File: src/hdl/fap_regs.vh
`ifndef FAP_REGS_VH
`define FAP_REGS_VH

// ==========================================================================
// Flash geometry
`define FAP_ADDR_W 16
`define FAP_PAGE_SHIFT 9
`define FAP_PAGE_BYTES 512
`define FAP_LOCK_ADDR 16'h1FFF
`define FAP_RSVD_BASE 16'h2000
`define FAP_LOCK_RESET 8'hFF

// ==========================================================================
// Key codes
`define FAP_KEY1 8'hA5
`define FAP_KEY2 8'hF1

// ==========================================================================
// Operation codes
`define FAP_OP_READ 2'h0
`define FAP_OP_WRITE 2'h1
`define FAP_OP_ERASE 2'h2

`endif

File: src/hdl/fap_flash_access_protection.v
`timescale 1ns/1ps
`include "fap_regs.vh"

// What this block does
// RQ1: Firmware flash writes refused unless program store write enable is set.
// RQ2: Firmware erase allowed only with write enable and erase enable set.
// RQ3: Lock byte at last user byte locks inverse-count pages from page 0.
// RQ4: Lock byte page is locked when any lock byte bit is zero.
// RQ5: Unlocked ordinary pages are open to debug port and all firmware.
// RQ6: Locked pages: debug refused, unlocked firmware resets, locked firmware ok.
// RQ7: Lock page access while locked: debug refused, unlocked firmware resets.
// RQ8: Lock page erase when unlocked: debug allowed, firmware always resets.
// RQ9: While locked, lock page erases only via debug whole-device erase.
// RQ10: Changing lock byte bits: debug refused, firmware causes flash reset.
// RQ11: Reserved area access: debug refused, firmware causes flash reset.
// RQ12: Flash fault reset flag reads one after a flash error reset.
// RQ13: Prohibited debug operations are dropped silently, no reset.
// RQ14: Once written, lock byte changes only by debug whole-device erase.
// RQ15: Firmware lock byte writes take effect only after next reset.
// RQ16: Scratchpad is locked when all other pages are locked.
// RQ17: Whole-device erase also erases the scratchpad.
// RQ18: Firmware writes key codes in order before each write or erase.
// RQ19: Key relocks after each operation; bad key disables until reset.
// RQ20: Firmware write or erase without supply monitor causes flash reset.
// RQ21: Firmware page lock state is judged from the issuing instruction address.
module fap_flash_access_protection #(
  parameter ADDR_W = `FAP_ADDR_W,
  parameter PAGE_SHIFT = `FAP_PAGE_SHIFT
) (
  input wire sys_clk_i,
  input wire reset_i,
  input wire por_i,
  input wire [7:0] lock_byte_i,
  input wire program_store_write_en_i,
  input wire program_store_erase_en_i,
  input wire supply_mon_en_i,
  input wire supply_mon_rst_src_i,
  input wire key_wr_i,
  input wire [7:0] key_data_i,
  input wire fw_req_i,
  input wire [1:0] fw_op_i,
  input wire [ADDR_W-1:0] fw_addr_i,
  input wire [ADDR_W-1:0] fw_pc_i,
  input wire fw_scratch_i,
  input wire dbg_req_i,
  input wire [1:0] dbg_op_i,
  input wire [ADDR_W-1:0] dbg_addr_i,
  input wire dbg_scratch_i,
  input wire debug_port_full_erase_i,
  output reg fw_grant_o,
  output reg dbg_grant_o,
  output reg full_erase_grant_o,
  output reg flash_error_reset_o,
  output reg flash_fault_reset_flag_o,
  output reg [7:0] lock_count_o,
  output reg key_open_o,
  output reg key_dead_o
);

  // ========================================================================
  // Local state
  localparam KEY_IDLE = 2'h0;
  localparam KEY_HALF = 2'h1;
  localparam KEY_OPEN = 2'h2;
  localparam KEY_DEAD = 2'h3;

  reg [7:0] lock_r;
  reg [1:0] key_r;
  reg [1:0] key_nxt;
  reg fault_r;
  reg rst_d_r;
  reg fw_ok;
  reg fw_err;
  reg dbg_ok;
  reg key_use;
  wire any_lock;
  wire all_lock;
  wire fw_mod;
  wire [ADDR_W-1:0] lock_addr;

  assign lock_addr = `FAP_LOCK_ADDR;
  assign any_lock = (lock_r != 8'hFF); // see RQ4
  assign all_lock = (lock_r == 8'h00) ||
    ((~lock_r) >= lock_addr[ADDR_W-1:PAGE_SHIFT]); // see RQ16
  assign fw_mod = fw_op_i != `FAP_OP_READ;

  // ========================================================================
  // Address classification
  function fap_in_lock;
    input [ADDR_W-1:0] a;
    input [7:0] lb;
    reg [ADDR_W-1:0] pg;
    begin
      pg = a >> PAGE_SHIFT;
      fap_in_lock = pg < {{(ADDR_W-8){1'b0}}, ~lb}; // see RQ3
    end
  endfunction

  function fap_lock_pg;
    input [ADDR_W-1:0] a;
    reg [ADDR_W-1:0] la;
    begin
      la = `FAP_LOCK_ADDR;
      fap_lock_pg = (a >> PAGE_SHIFT) == (la >> PAGE_SHIFT);
    end
  endfunction

  function fap_rsvd;
    input [ADDR_W-1:0] a;
    reg [ADDR_W-1:0] rb;
    begin
      rb = `FAP_RSVD_BASE;
      fap_rsvd = a >= rb;
    end
  endfunction

  // ========================================================================
  // Lock byte sampled only at device reset
  always @(posedge sys_clk_i) begin
    if (reset_i) begin
      lock_r <= lock_byte_i; // see RQ15
    end
  end

  // ========================================================================
  // Firmware decision
  always @* begin
    fw_ok = 1'b0;
    fw_err = 1'b0;
    key_use = 1'b0;
    if (fw_req_i) begin
      if (fap_rsvd(fw_addr_i)) begin
        fw_err = 1'b1; // see RQ11
      end else if (fw_mod && !(supply_mon_en_i && supply_mon_rst_src_i)) begin
        fw_err = 1'b1; // see RQ20
      end else if (fw_op_i == `FAP_OP_ERASE && fap_lock_pg(fw_addr_i)) begin
        fw_err = 1'b1; // see RQ8 see RQ9
      end else if (fw_op_i == `FAP_OP_WRITE && fw_addr_i == lock_addr &&
                   lock_byte_i != 8'hFF) begin
        fw_err = 1'b1; // see RQ10 see RQ14
      end else if ((fw_scratch_i ? all_lock :
                   (fap_lock_pg(fw_addr_i) ? any_lock :
                   fap_in_lock(fw_addr_i, lock_r))) &&
                   !(any_lock && (fap_in_lock(fw_pc_i, lock_r) ||
                   fap_lock_pg(fw_pc_i)))) begin
        fw_err = 1'b1; // see RQ6 see RQ7 see RQ21
      end else if (fw_mod) begin
        key_use = 1'b1;
        fw_ok = program_store_write_en_i && key_r == KEY_OPEN &&
          (fw_op_i != `FAP_OP_ERASE ||
          program_store_erase_en_i); // see RQ1 see RQ2 see RQ19
      end else begin
        fw_ok = 1'b1; // see RQ5
      end
    end
  end

  // ========================================================================
  // Debug port decision, never resets
  always @* begin
    dbg_ok = 1'b0;
    if (dbg_req_i && !fap_rsvd(dbg_addr_i)) begin // see RQ11 see RQ13
      if (dbg_scratch_i) begin
        dbg_ok = !all_lock; // see RQ16
      end else if (fap_lock_pg(dbg_addr_i)) begin
        if (dbg_op_i == `FAP_OP_WRITE && dbg_addr_i == lock_addr) begin
          dbg_ok = lock_byte_i == 8'hFF && !any_lock; // see RQ10 see RQ14
        end else begin
          dbg_ok = !any_lock; // see RQ7 see RQ8 see RQ9
        end
      end else begin
        dbg_ok = !fap_in_lock(dbg_addr_i, lock_r); // see RQ5 see RQ6
      end
    end
  end

  // ========================================================================
  // Key sequencer
  always @* begin
    key_nxt = key_r;
    case (key_r)
      KEY_IDLE: begin
        if (key_wr_i) begin
          key_nxt = (key_data_i == `FAP_KEY1) ? KEY_HALF : KEY_DEAD;
        end else if (key_use) begin
          key_nxt = KEY_DEAD; // see RQ19
        end
      end
      KEY_HALF: begin
        if (key_wr_i) begin
          key_nxt = (key_data_i == `FAP_KEY2) ? KEY_OPEN : KEY_DEAD;
        end else if (key_use) begin
          key_nxt = KEY_DEAD;
        end
      end
      KEY_OPEN: begin
        if (key_wr_i) begin
          key_nxt = KEY_DEAD;
        end else if (key_use) begin
          key_nxt = KEY_IDLE; // see RQ18 see RQ19
        end
      end
      default: begin
        key_nxt = KEY_DEAD;
      end
    endcase
  end

  // ========================================================================
  // Registers and outputs
  always @(posedge sys_clk_i) begin
    if (reset_i) begin
      key_r <= KEY_IDLE;
      fw_grant_o <= 1'b0;
      dbg_grant_o <= 1'b0;
      full_erase_grant_o <= 1'b0;
      flash_error_reset_o <= 1'b0;
      key_open_o <= 1'b0;
      key_dead_o <= 1'b0;
      lock_count_o <= 8'h00;
    end else begin
      key_r <= key_nxt;
      fw_grant_o <= fw_ok;
      dbg_grant_o <= dbg_ok;
      full_erase_grant_o <= debug_port_full_erase_i; // see RQ9 see RQ17
      flash_error_reset_o <= fw_err;
      key_open_o <= key_nxt == KEY_OPEN;
      key_dead_o <= key_nxt == KEY_DEAD;
      lock_count_o <= ~lock_r;
    end
  end

  // Delayed reset marks the first cycle of a reset pulse
  always @(posedge sys_clk_i) begin
    rst_d_r <= reset_i;
  end

  // Reset cause flag survives the flash error reset it reports
  // Only the first reset cycle loads it, so a long reset keeps the cause
  always @(posedge sys_clk_i) begin
    if (por_i) begin
      fault_r <= 1'b0;
      flash_fault_reset_flag_o <= 1'b0;
    end else if (reset_i) begin
      fault_r <= 1'b0;
      if (!rst_d_r) begin
        flash_fault_reset_flag_o <= fault_r | fw_err; // see RQ12
      end
    end else if (fw_err) begin
      fault_r <= 1'b1;
    end
  end

endmodule

File: config.mk
export PLATFORM = sky130hd
export DESIGN_NAME = fap_flash_access_protection
export DESIGN_NICKNAME = d
export VERILOG_FILES = /design/src/hdl/fap_flash_access_protection.v
export VERILOG_INCLUDE_DIRS = /design/src /design/src/hdl
export SDC_FILE = /design/constraint.sdc
export NUM_CORES = 1
export LEC_CHECK = 0
export BUFFER_PORTS_ARGS = -buffer_cell sky130_fd_sc_hd__buf_2
export CAP_MARGIN = 0
export CORE_ASPECT_RATIO = 0.7
export CORE_UTILIZATION = 45
export CTS_CLUSTER_SIZE = 28
export DETAILED_ROUTE_END_ITERATION = 6
export MAX_ROUTING_LAYER = met4
export PLACE_DENSITY_LB_ADDON = 0.25
export SYNTH_ARGS = -nofsm -noshare
export SYNTH_HDL_FRONTEND = slang
export SYNTH_SLANG_ARGS = --single-unit
File: constraint.sdc
create_clock -name sys_clk_i -period 3.1 [get_ports sys_clk_i]
set_input_delay 0.62 -clock sys_clk_i [delete_from_list [all_inputs] [get_ports sys_clk_i]]
set_output_delay 0.62 -clock sys_clk_i [all_outputs]
set_load 0.01 [all_outputs]
-- After elaboration in Yosys (flattened, before gate mapping)
Index checks and enable logic that the tools add are counted.
- $lt $le $gt $ge: 6
- equality and inequality tests: 18
- muxes and demuxes: 27
- bitwise logic cells: 5
- reduce and logical (&&, ||, !) cells: 28
- operators by type and width (cell ; count):
    equality test 16 x 13 -> 1 bit, second input constant ; 2
    >= comparator 16 x 14 -> 1 bit, second input constant ; 2
    equality test 8 bit, second input constant ; 3
    less-than comparator 7 x 8 -> 1 bit ; 3
    equality test 7 x 4 -> 1 bit, second input constant ; 3
    two-way mux 1 bit ; 20
    != test 8 bit, second input constant ; 2
    logical AND 1 bit ; 12
    two-way mux 2 bit ; 6
    equality test 2 bit, second input constant ; 4
    >= comparator 8 x 4 -> 1 bit, second input constant ; 1
    logical NOT 8 bit ; 1
    inverter 8 bit ; 1
    OR reduction 7 bit ; 1
    equality test 2 x 1 -> 1 bit, second input constant ; 3
    logical NOT 1 bit ; 6
    one-hot mux 2 bit (3 select lines) ; 1
    OR reduction 2 bit ; 2
    logical OR 1 bit ; 3
    inverter 1 bit ; 3
    logical NOT 2 bit ; 1
    != test 2 bit, second input constant ; 1
    AND reduction 2 bit ; 1
    nonzero test 2 bit ; 1
    bitwise OR 1 bit ; 1
- bits in registers: 27
- word-level logic and storage cells: 96

-- Logic depth before layout (Yosys ltp)
Gate-level depths: netlist of run 1.
- depth in word-level cells: 16
- mapped depth: 8
- depth with buffers taken out: 8

-- Worst setup path after synthesis of run 1
No wires, ideal clock.
- path kind: input to register
- from: in fw_addr_i[14]
- to: reg key_open_o
- arrival: 2091 ps
- data required time: 3035 ps
- slack: 944 ps
- stages: 8
- buffers on the path: 0
- cell sequence: ha_1 -> a211oi_2 -> o22ai_1 -> nor3b_1 -> o221ai_2 -> and3_1 -> a211o_1 -> nor2b_1
- word-level cells in the longest chain between the ends: 14
- elaborated cells on any way between the ends: 23
- those cells by class: order compare: 2; eq/ne: 3; mux: 14; reduce/logical: 4
- RTL lines (element ; line ; source):
    from (decl) ; fap_flash_access_protection.v:42 ; input wire [ADDR_W-1:0] fw_addr_i,
    less-than comparator 7 x 8 -> 1 bit or equality test 7 x 4 -> 1 bit (tied branches) ; fap_flash_access_protection.v:95, fap_flash_access_protection.v:104 ;
    two-way mux 1 bit ; fap_flash_access_protection.v:142 ; (fap_lock_pg(fw_addr_i) ? any_lock :
    two-way mux 1 bit ; fap_flash_access_protection.v:141 ; end else if ((fw_scratch_i ? all_lock :
    logical AND 1 bit ; fap_flash_access_protection.v:143 ; fap_in_lock(fw_addr_i, lock_r))) &&
    two-way mux 1 bit ; fap_flash_access_protection.v:141 ;
    two-way mux 1 bit ; fap_flash_access_protection.v:138 ; end else if (fw_op_i == `FAP_OP_WRITE && fw_addr_i == lock_addr &&
    two-way mux 1 bit ; fap_flash_access_protection.v:136 ; end else if (fw_op_i == `FAP_OP_ERASE && fap_lock_pg(fw_addr_i)) begin
    two-way mux 1 bit ; fap_flash_access_protection.v:134 ; end else if (fw_mod && !(supply_mon_en_i && supply_mon_rst_src_i)) begin
    two-way mux 1 bit (*) ; fap_flash_access_protection.v:132 ; if (fap_rsvd(fw_addr_i)) begin
    two-way mux 1 bit (*) ; fap_flash_access_protection.v:131 ; if (fw_req_i) begin
    two-way mux 2 bit (on tied branches) ; fap_flash_access_protection.v:199, fap_flash_access_protection.v:185, fap_flash_access_protection.v:192 ;
    two-way mux 2 bit (on tied branches) ; fap_flash_access_protection.v:197, fap_flash_access_protection.v:183, fap_flash_access_protection.v:190 ;
    one-hot mux 2 bit (3 select lines) (*) ; fap_flash_access_protection.v:181 ; case (key_r)
    equality test 2 bit (*) ; fap_flash_access_protection.v:227 ; key_open_o <= key_nxt == KEY_OPEN;
    to (signal assigned) ; fap_flash_access_protection.v:218 ; key_open_o <= 1'b0;
    to (signal assigned) ; fap_flash_access_protection.v:227 ;
    to (decl) ; fap_flash_access_protection.v:56 ; output reg key_open_o,
Every way passes the cells marked *; elsewhere a longest branch is shown, timed or not.
A chain may end at the register's enable or synchronous reset.

-- Final worst setup path of run 1
- from: reg lock_r[5]
- to: reg flash_fault_reset_flag_o
- word-level cells in the longest chain between the ends: 13
- elaborated cells on any way between the ends: 20
- those cells by class: order compare: 3; eq/ne: 1; mux: 8; bitwise: 2; reduce/logical: 6
- RTL lines (element ; line ; source):
    from (decl) ; fap_flash_access_protection.v:67 ; reg [7:0] lock_r;
    from (signal assigned) ; fap_flash_access_protection.v:121 ; lock_r <= lock_byte_i;
    inverter 8 bit ; fap_flash_access_protection.v:84, fap_flash_access_protection.v:95 ;
    less-than comparator 7 x 8 -> 1 bit ; fap_flash_access_protection.v:95 ; fap_in_lock = pg < {{(ADDR_W-8){1'b0}}, ~lb};
    logical OR 1 bit ; fap_flash_access_protection.v:144 ; !(any_lock && (fap_in_lock(fw_pc_i, lock_r) ||
    logical AND 1 bit ; fap_flash_access_protection.v:144 ;
    logical NOT 1 bit ; fap_flash_access_protection.v:144 ;
    logical AND 1 bit (*) ; fap_flash_access_protection.v:143 ;
    two-way mux 1 bit (*) ; fap_flash_access_protection.v:141 ;
    two-way mux 1 bit (*) ; fap_flash_access_protection.v:138 ;
    two-way mux 1 bit (*) ; fap_flash_access_protection.v:136 ;
    two-way mux 1 bit (*) ; fap_flash_access_protection.v:134 ;
    two-way mux 1 bit (*) ; fap_flash_access_protection.v:132 ;
    two-way mux 1 bit (*) ; fap_flash_access_protection.v:131 ;
    bitwise OR 1 bit (*) ; fap_flash_access_protection.v:247 ; flash_fault_reset_flag_o <= fault_r | fw_err;
    to (signal assigned) ; fap_flash_access_protection.v:247 ;
    to (decl) ; fap_flash_access_protection.v:54 ; output reg flash_fault_reset_flag_o,
Marked as above.

==> results.tsv, run 1 <==
metric	value	unit
pre-CTS WS	0.639	ns
worst vdd ir	0.000275	V
Num CTS Buffers	3	
DRC viols	0	
Pwr Density	384	nW/um2
routed length per instance	13.0	um
worst-path cell chain	ha_1, a211oi_1, o22ai_1, o21a_1, o221ai_2, nand2_1, a21oi_1, a311oi_1	
initial core utilization	50.1	%
Max clock buf depth	2	
RSZ-0062 raised after global routing	no	
R2R setup slack	0.83	ns
Clock Skew	0.00333	ns
fraction of registers with async set/reset	0	%
Hold WS	0.475	ns
R2R cell count	8	
Synth warnings	0	
Netlist Area Pre-Place	1480	um2
Arrival @ worst endpoint	2.40	ns
CP Buf/Inv Count	0	
Die W	70.4	um
final WL	3630	um
drt first pass iters	4	
die footprint	3510	um2
input/output buffers	86	
first-pass GRT wire length	5800	um
Worst R2R Start	lock_r[5]$_DFFE_PP_	
Post-CTS Setup Bufs	0	
# resized after CTS	0	
Final Hold Vio Count	0	
Die Span Y	49.9	um
grt ovf	0	
Top Ports	96	
post-detailed-route via-to-cell ratio	5.40	
CTS tree	built	
final antenna-violating net count	0	
area delta synth->final	34.8	%
Num Clock Sinks	27	
Clock Tree Root	clkbuf_8	
Final period util	73.2	%
Max Cap Viol	0	
gpl congestion	0.809	
fmax	441	MHz
Clock transition at path regs	0.09	ns
core box area	2940	um2
later-pin clock latency in the skew report	0.27	ns
cells after synthesis	154	
NumNets Final	342	
biggest regs	lock_count_o: 8 flops, lock_r: 8 flops, key_r: 2 flops	
startpoint types	flip-flop	
min-delay src	rst_d_r$_DFF_P_	
setup slack after layout	0.831	ns
Unique masters post-synth	37	
DP HPWL	3000	um
H-tree depth	1	
vias	1500	
setup violators final	0	
largest net degree at the start of global routing	27	
Hold Path Depth	2	
initial DRC count	72	
Min-Delay Endpoint	flash_fault_reset_flag_o$_SDFFE_PP0P_	
antenna cells	0	
Util after Layout	67.6	%
crit-path max cell delay	0.51	ns
Worst Max-Slew Pin Slew	0.486	ns
Pleak	0.961	nW
Main synth FF type	dfxtp_1	
layout cell share with drive strength beyond 1	38.0	%
register area share after synthesis	42.1	%
CP endpoint kind	flip-flop	
vias in the first global route	1323	
antenna violations before repair	0	
Syn Area/Cell	9.58	um2
EDFF count, synth	8	
CP max FO	5	
FF-to-FF End	flash_fault_reset_flag_o$_SDFFE_PP0P_	
CTS Hold Bufs	0	
WP data required	3.23	ns
CP delay by family, top	compound AO/OA/AOI/OAI gates	
FILL cells	246	
Slew Viols, Final	0	
worst hold path class	flip-flop to flip-flop	
Setup TNS	0	ns
register bit total from synthesis	27	
Slowest-stage cell, CP	edfxtp_1	
max_slew headroom	67.6	%
register area	621	um2
Mapped Nets	253	
Global Route Usage Sum	21.7	%
Rows	16	
critical path class	flip-flop to flip-flop	
Final Critical Period	2.27	ns
multi-input logic area	813	um2
status	completed	
report_power, final:
| part | leakage (nW) | internal, W | switching (W) | total (W) |
|---|---|---|---|---|
| sequential | 0.236 | 0.000388 | 0.0000227 | 0.000410 |
| combinational | 0.702 | 0.0000818 | 0.0000759 | 0.000158 |
| clock | 0.0228 | 0.0000921 | 0.000103 | 0.000195 |
| total | 0.961 | 0.000561 | 0.000201 | 0.000763 |
cells in the final DEF (no fill, tap or decap), types with 2 or more instances in the layout:
master	netlist	final
nor4b_1	3	3
o211ai_1	3	3
nor4_1	2	2
nand4_1	12	12
nor2b_1	2	2
a21oi_1	6	6
ha_1	18	18
o21a_1	4	4
a211oi_1	3	3
edfxtp_1	8	8
buf_2	0	86
clkbuf_8	0	3
and4_1	2	2
and3_1	4	4
dfxtp_1	19	19
nand2_1	10	10
nor2_1	18	18
o21ai_0	5	5
o22ai_1	2	2
nor3_1	5	5
inv_1	9	9
synthesized netlist by cell type, types with 2 or more instances:
cell type,count,area (um2)
o22ai_1,2,12.5
o211ai_1,3,22.5
nor2b_1,2,12.5
and3_1,4,25.0
edfxtp_1,8,240
inv_1,9,33.8
a21oi_1,6,30.0
o21ai_0,5,25.0
o21a_1,4,30.0
nor3_1,5,25.0
ha_1,18,225
and4_1,2,17.5
nor2_1,18,67.6
clkbuf_1,2,7.51
dfxtp_1,19,380
nand2_1,10,37.5
nor4b_1,3,26.3
a211oi_1,3,22.5
nor4_1,2,12.5
nand4_1,12,75.1
logic make-up after synthesis:
kind of cell / count (synthesis) / share of synthesized area [%]
AND/OR/NAND/NOR: 65 / 23.9
AO/OA/AOI/OAI: 33 / 15.9
flip-flops: 27 / 42.1
adder cells (fa/ha/maj): 18 / 15.3
buffers and inverters: 11 / 2.80
layout make-up:
class,count,area share [%]
clock buffer,4,2.27
inverter,9,1.70
multi-input combinational,116,40.9
sequential,27,31.2
tap,36,2.27
timing repair buffer,86,21.6
metrics by stage:
step | power [W] | instances | area [um2]
3_3_place_gp | 0.000570 | 274 | 1940
3_5_place_dp | 0.000575 | 274 | 1940
5_1_grt | 0.000804 | 278 | 1990
2_1_floorplan | 0.000490 | 154 | 1480
6_report | 0.000763 | 278 | 1990
4_1_cts | 0.000766 | 278 | 1990
routing by layer:
metal  track usage (%)  part of all wire [%]
met1              30.1                    49
met3              5.32                   6.4
met5                 -                     0
met2              31.7                    44
met4              5.67                  0.69
how the worst max path moves through the flow:
stage                             start                                     to  slack [ns]  cells past startpoint
finish              lock_r[5]$_DFFE_PP_  flash_fault_reset_flag_o$_SDFFE_PP0P_        0.83                      8
global route        lock_r[5]$_DFFE_PP_  flash_fault_reset_flag_o$_SDFFE_PP0P_        0.66                      8
CTS                 lock_r[5]$_DFFE_PP_  flash_fault_reset_flag_o$_SDFFE_PP0P_        0.82                      8
detailed placement          fw_pc_i[14]  flash_fault_reset_flag_o$_SDFFE_PP0P_        0.64                      9
global placement            fw_pc_i[14]  flash_fault_reset_flag_o$_SDFFE_PP0P_        0.67                      9
floorplan                 fw_addr_i[14]                  key_open_o$_SDFF_PP0_        0.94                      8
worst min-delay path, stage by stage (launching register included):
cell and delay, ns:
dfxtp_1 0.31, inv_1 0.06, a311oi_1 0.08
Note: power is estimated with default switching activity, not from simulation.
==> inputs of run 2 (changes only) <==
--- a/config.mk
+++ b/config.mk
@@ -6,10 +6,11 @@
 export SDC_FILE = /design/constraint.sdc
 export NUM_CORES = 1
 export LEC_CHECK = 0
+export ABC_AREA = 1
 export BUFFER_PORTS_ARGS = -buffer_cell sky130_fd_sc_hd__buf_2
 export CAP_MARGIN = 0
 export CORE_ASPECT_RATIO = 0.7
-export CORE_UTILIZATION = 45
+export CORE_UTILIZATION = 39
 export CTS_CLUSTER_SIZE = 28
 export DETAILED_ROUTE_END_ITERATION = 6
 export MAX_ROUTING_LAYER = met4
==> constraint.sdc (replaced) <==
create_clock -name sys_clk_i -period 2 [get_ports sys_clk_i]
set_input_delay 0.4 -clock sys_clk_i [delete_from_list [all_inputs] [get_ports sys_clk_i]]
set_output_delay 0.4 -clock sys_clk_i [all_outputs]
set_load 0.01 [all_outputs]
==> run 2 against run 1 <==
Against the previous run: flip-flop and latch count did not move; cell area rose by 14%; global-route usage fell by 2.9 points; critical path type unchanged; largest power group unchanged.
==> results.tsv, run 2 <==
metric	value	unit	change
status	completed		
cells after synthesis	218		+42%
Unique masters post-synth	26		-30%
Slew Viols, Final	0		unchanged
routed length per instance	10.7	um	-18%
WP data required	2.17	ns	-1.06 ns
post-synthesis mux area share	0	%	unchanged
Netlist Area Pre-Place	1630	um2	+10%
most common cell after layout, fill and taps aside	buf_2		
Worst Max-Slew Pin Slew	0.318	ns	-0.168 ns
most frequent cells in the layout	buf_2 (86), nand2_1 (53), nor2_1 (32), inv_1 (29), dfxtp_1 (19)		
count leader, synth	nand2_1		
NumNets Final	416		+22%
Pwr Density	548	nW/um2	+43%
Clock Tree Root	clkbuf_8		
antenna cells	0		unchanged
combinational family with the most area after synthesis	simple AND/OR/NAND/NOR gates		
Mapped Nets	317		+25%
fmax	538	MHz	+22%
largest net degree at the start of global routing	21		-22%
initial core utilization	41.0	%	-9.1 points
Finished Layout Cells	368		+32%
gpl congestion	0.830		+2.7%
antenna violations before repair	0		unchanged
EDFF count, synth	8		unchanged
Final Hold Vio Count	0		unchanged
XOR/XNOR Fraction of Synth Area	0	%	unchanged
cell taking the most area after synthesis	dfxtp_1		
input/output buffers	86		unchanged
Pleak	1.22	nW	+27%
vias in the first global route	1460		+10%
Yosys top cell area share	23.4	%	-2.4 points
first-pass GRT wire length	6360	um	+9.7%
Global Route Usage Sum	18.8	%	-2.9 points
grt ovf	0		unchanged
H-tree depth	1		unchanged
vias	1681		+12%
Main synth FF type	dfxtp_1		
DRC viols	0		unchanged
Max clock buf depth	2		unchanged
CP max FO	5		unchanged
die footprint	4440	um2	+26%
final WL	3930	um	+8.3%
R2R cell count	13		+5
largest cells by area after synthesis	dfxtp_1 (23%), edfxtp_1 (15%), ha_1 (14%), nand2_1 (12%), nor2_1 (7.4%)		
post-detailed-route via-to-cell ratio	4.57		-15%
worst setup path end	key_open_o$_SDFF_PP0_		
R2R setup slack	0.14	ns	-0.69 ns
Worst R2R Start	lock_r[6]$_DFFE_PP_		
area delta synth->final	39.7	%	
setup violators final	0		unchanged
fraction of the mapped netlist area in simple logic gates	32.4	%	+8.4 points
Worst Setup SP	lock_r[6]$_DFFE_PP_		
Syn Area/Cell	7.47	um2	-22%
register bit total from synthesis	27		unchanged
Final period util	93.0	%	+20 points
biggest regs	lock_count_o: 8 flops, lock_r: 8 flops, key_r: 2 flops		
Clock transition at path regs	0.09	ns	about the same
final antenna-violating net count	0		unchanged
drt first pass iters	4		unchanged
DP HPWL	3300	um	+9.8%
initial DRC count	76		+5.6%
FILL cells	394		+60%
critical path class	flip-flop to flip-flop		
Synth Area in Compound Gates	8.07	%	-7.9 points
CP endpoint kind	flip-flop		
worst hold path class	input pin to flip-flop		
Max Cap Viol	0		unchanged
Synth warnings	0		unchanged
Die Span Y	56.1	um	+12%
worst vdd ir	0.000334	V	+22%
Arrival @ worst endpoint	2.03	ns	-0.37 ns
later-pin clock latency in the skew report	0.27	ns	about the same
Die W	79.2	um	+12%
CTS tree	built		
startpoint types	flip-flop		
placed cells	359		+31%
max_slew headroom	78.8	%	+11 points
Num Clock Sinks	27		unchanged
fraction of registers with async set/reset	0	%	unchanged
Adder-Cell Fraction of Synth Area	13.8	%	-1.4 points
layout cell share with drive strength beyond 1	37.0	%	-0.99 points
most instantiated cells after synthesis	nand2_1 (54), nor2_1 (32), inv_1 (29)		
Final Critical Period	1.86	ns	-0.409 ns
Num CTS Buffers	3		unchanged
register area share after synthesis	38.1	%	-3.9 points
Clock Skew	0.00788	ns	+0.00455 ns
Util after Layout	57.3	%	-10 points
core box area	3970	um2	+35%
Rows	19		+3
FF-to-FF End	key_open_o$_SDFF_PP0_		
Top Ports	96		unchanged
[run 2: changes by cell type after synthesis, sizes merged, moves of 3 or more]
cell / delta
o21a: -4
nor4b: -3
nand3: +6
inv: +20
nor2: +14
nand4: -4
a21oi: +7
nand3b: +3
a211oi: -4
nand2: +48
o211ai: -3
and3: -3
[run 2: metal layers]
metal / wire, um / global-route usage [%]
met5: 0 / -
met4: 28 / 2.86
met1: 2000 / 26.0
met3: 264 / 4.75
met2: 1630 / 28.1
[run 2: repair_timing]
| item | 4_1_cts | 5_1_grt |
|---|---|---|
| hold buffers | 0 | 0 |
| setup endpoints to repair | 0 | 8 |
| resized for setup | 0 | 8 |
| buffers inserted | 0 | 5 |
[run 2: area by class of cell]
type / count / area (um2) / share of cell area (%)
inverter: 29 / 109 / 4.79
clock buffer: 3 / 41.3 / 1.82
tap: 52 / 65.1 / 2.86
timing repair buffer: 96 / 505 / 22.2
sequential: 27 / 621 / 27.3
clock inverter: 1 / 5.00 / 0.220
multi-input combinational: 160 / 927 / 40.8
[run 2: worst min-delay path by stage]
| stage | startpoint | to | depth (start not counted) |
|---|---|---|---|
| 2_1_floorplan | reset_i | rst_d_r$_DFF_P_ | 0 |
| 3_3_place_gp | fault_r$_SDFFE_PP0P_ | fault_r$_SDFFE_PP0P_ | 4 |
| 3_5_place_dp | rst_d_r$_DFF_P_ | flash_fault_reset_flag_o$_SDFFE_PP0P_ | 3 |
| 4_1_cts | por_i | fault_r$_SDFFE_PP0P_ | 2 |
| 5_1_grt | por_i | fault_r$_SDFFE_PP0P_ | 2 |
| 6_report | por_i | fault_r$_SDFFE_PP0P_ | 2 |
[run 2: logic make-up after synthesis]
family                     count (synthesis)
DFF                                       27
and+or+nand+nor                          119
buffers and inverters                     31
AOI/OAI and AO/OA                         23
adders and majority gates                 18
[run 2: metrics by stage]
step           instance area [um2]  worst slack (ns)  TNS (ns)  power (W)  hold slack, ns
2_1_floorplan                 1630             0.295         0   0.000788           0.428
3_3_place_gp                  2150            0.0757         0   0.000922           0.513
3_5_place_dp                  2150            0.0842         0   0.000930           0.515
4_1_cts                       2190            0.0580         0    0.00123           0.289
5_1_grt                       2270           -0.0235   -0.0458    0.00133           0.290
6_report                      2270             0.140         0    0.00125           0.287
[run 2: critical path, stage by stage, from the launching register on]
cell	delay, ns
edfxtp_1	0.50
ha_1	0.33
nand2_1	0.10
o21ai_2	0.08
nor2_1	0.09
nand2_1	0.07
a21oi_2	0.12
nand2_2	0.09
nand3_2	0.08
nand2_1	0.06
nand2_1	0.05
nand2_1	0.06
nand2_2	0.08
nor2_1	0.04
[run 2: where the power goes]
| part | switching [W] | internal (W) | leakage, nW |
|---|---|---|---|
| clock network | 0.000165 | 0.000140 | 0.0255 |
| registers | 0.0000294 | 0.000601 | 0.236 |
| logic | 0.000158 | 0.000154 | 0.956 |
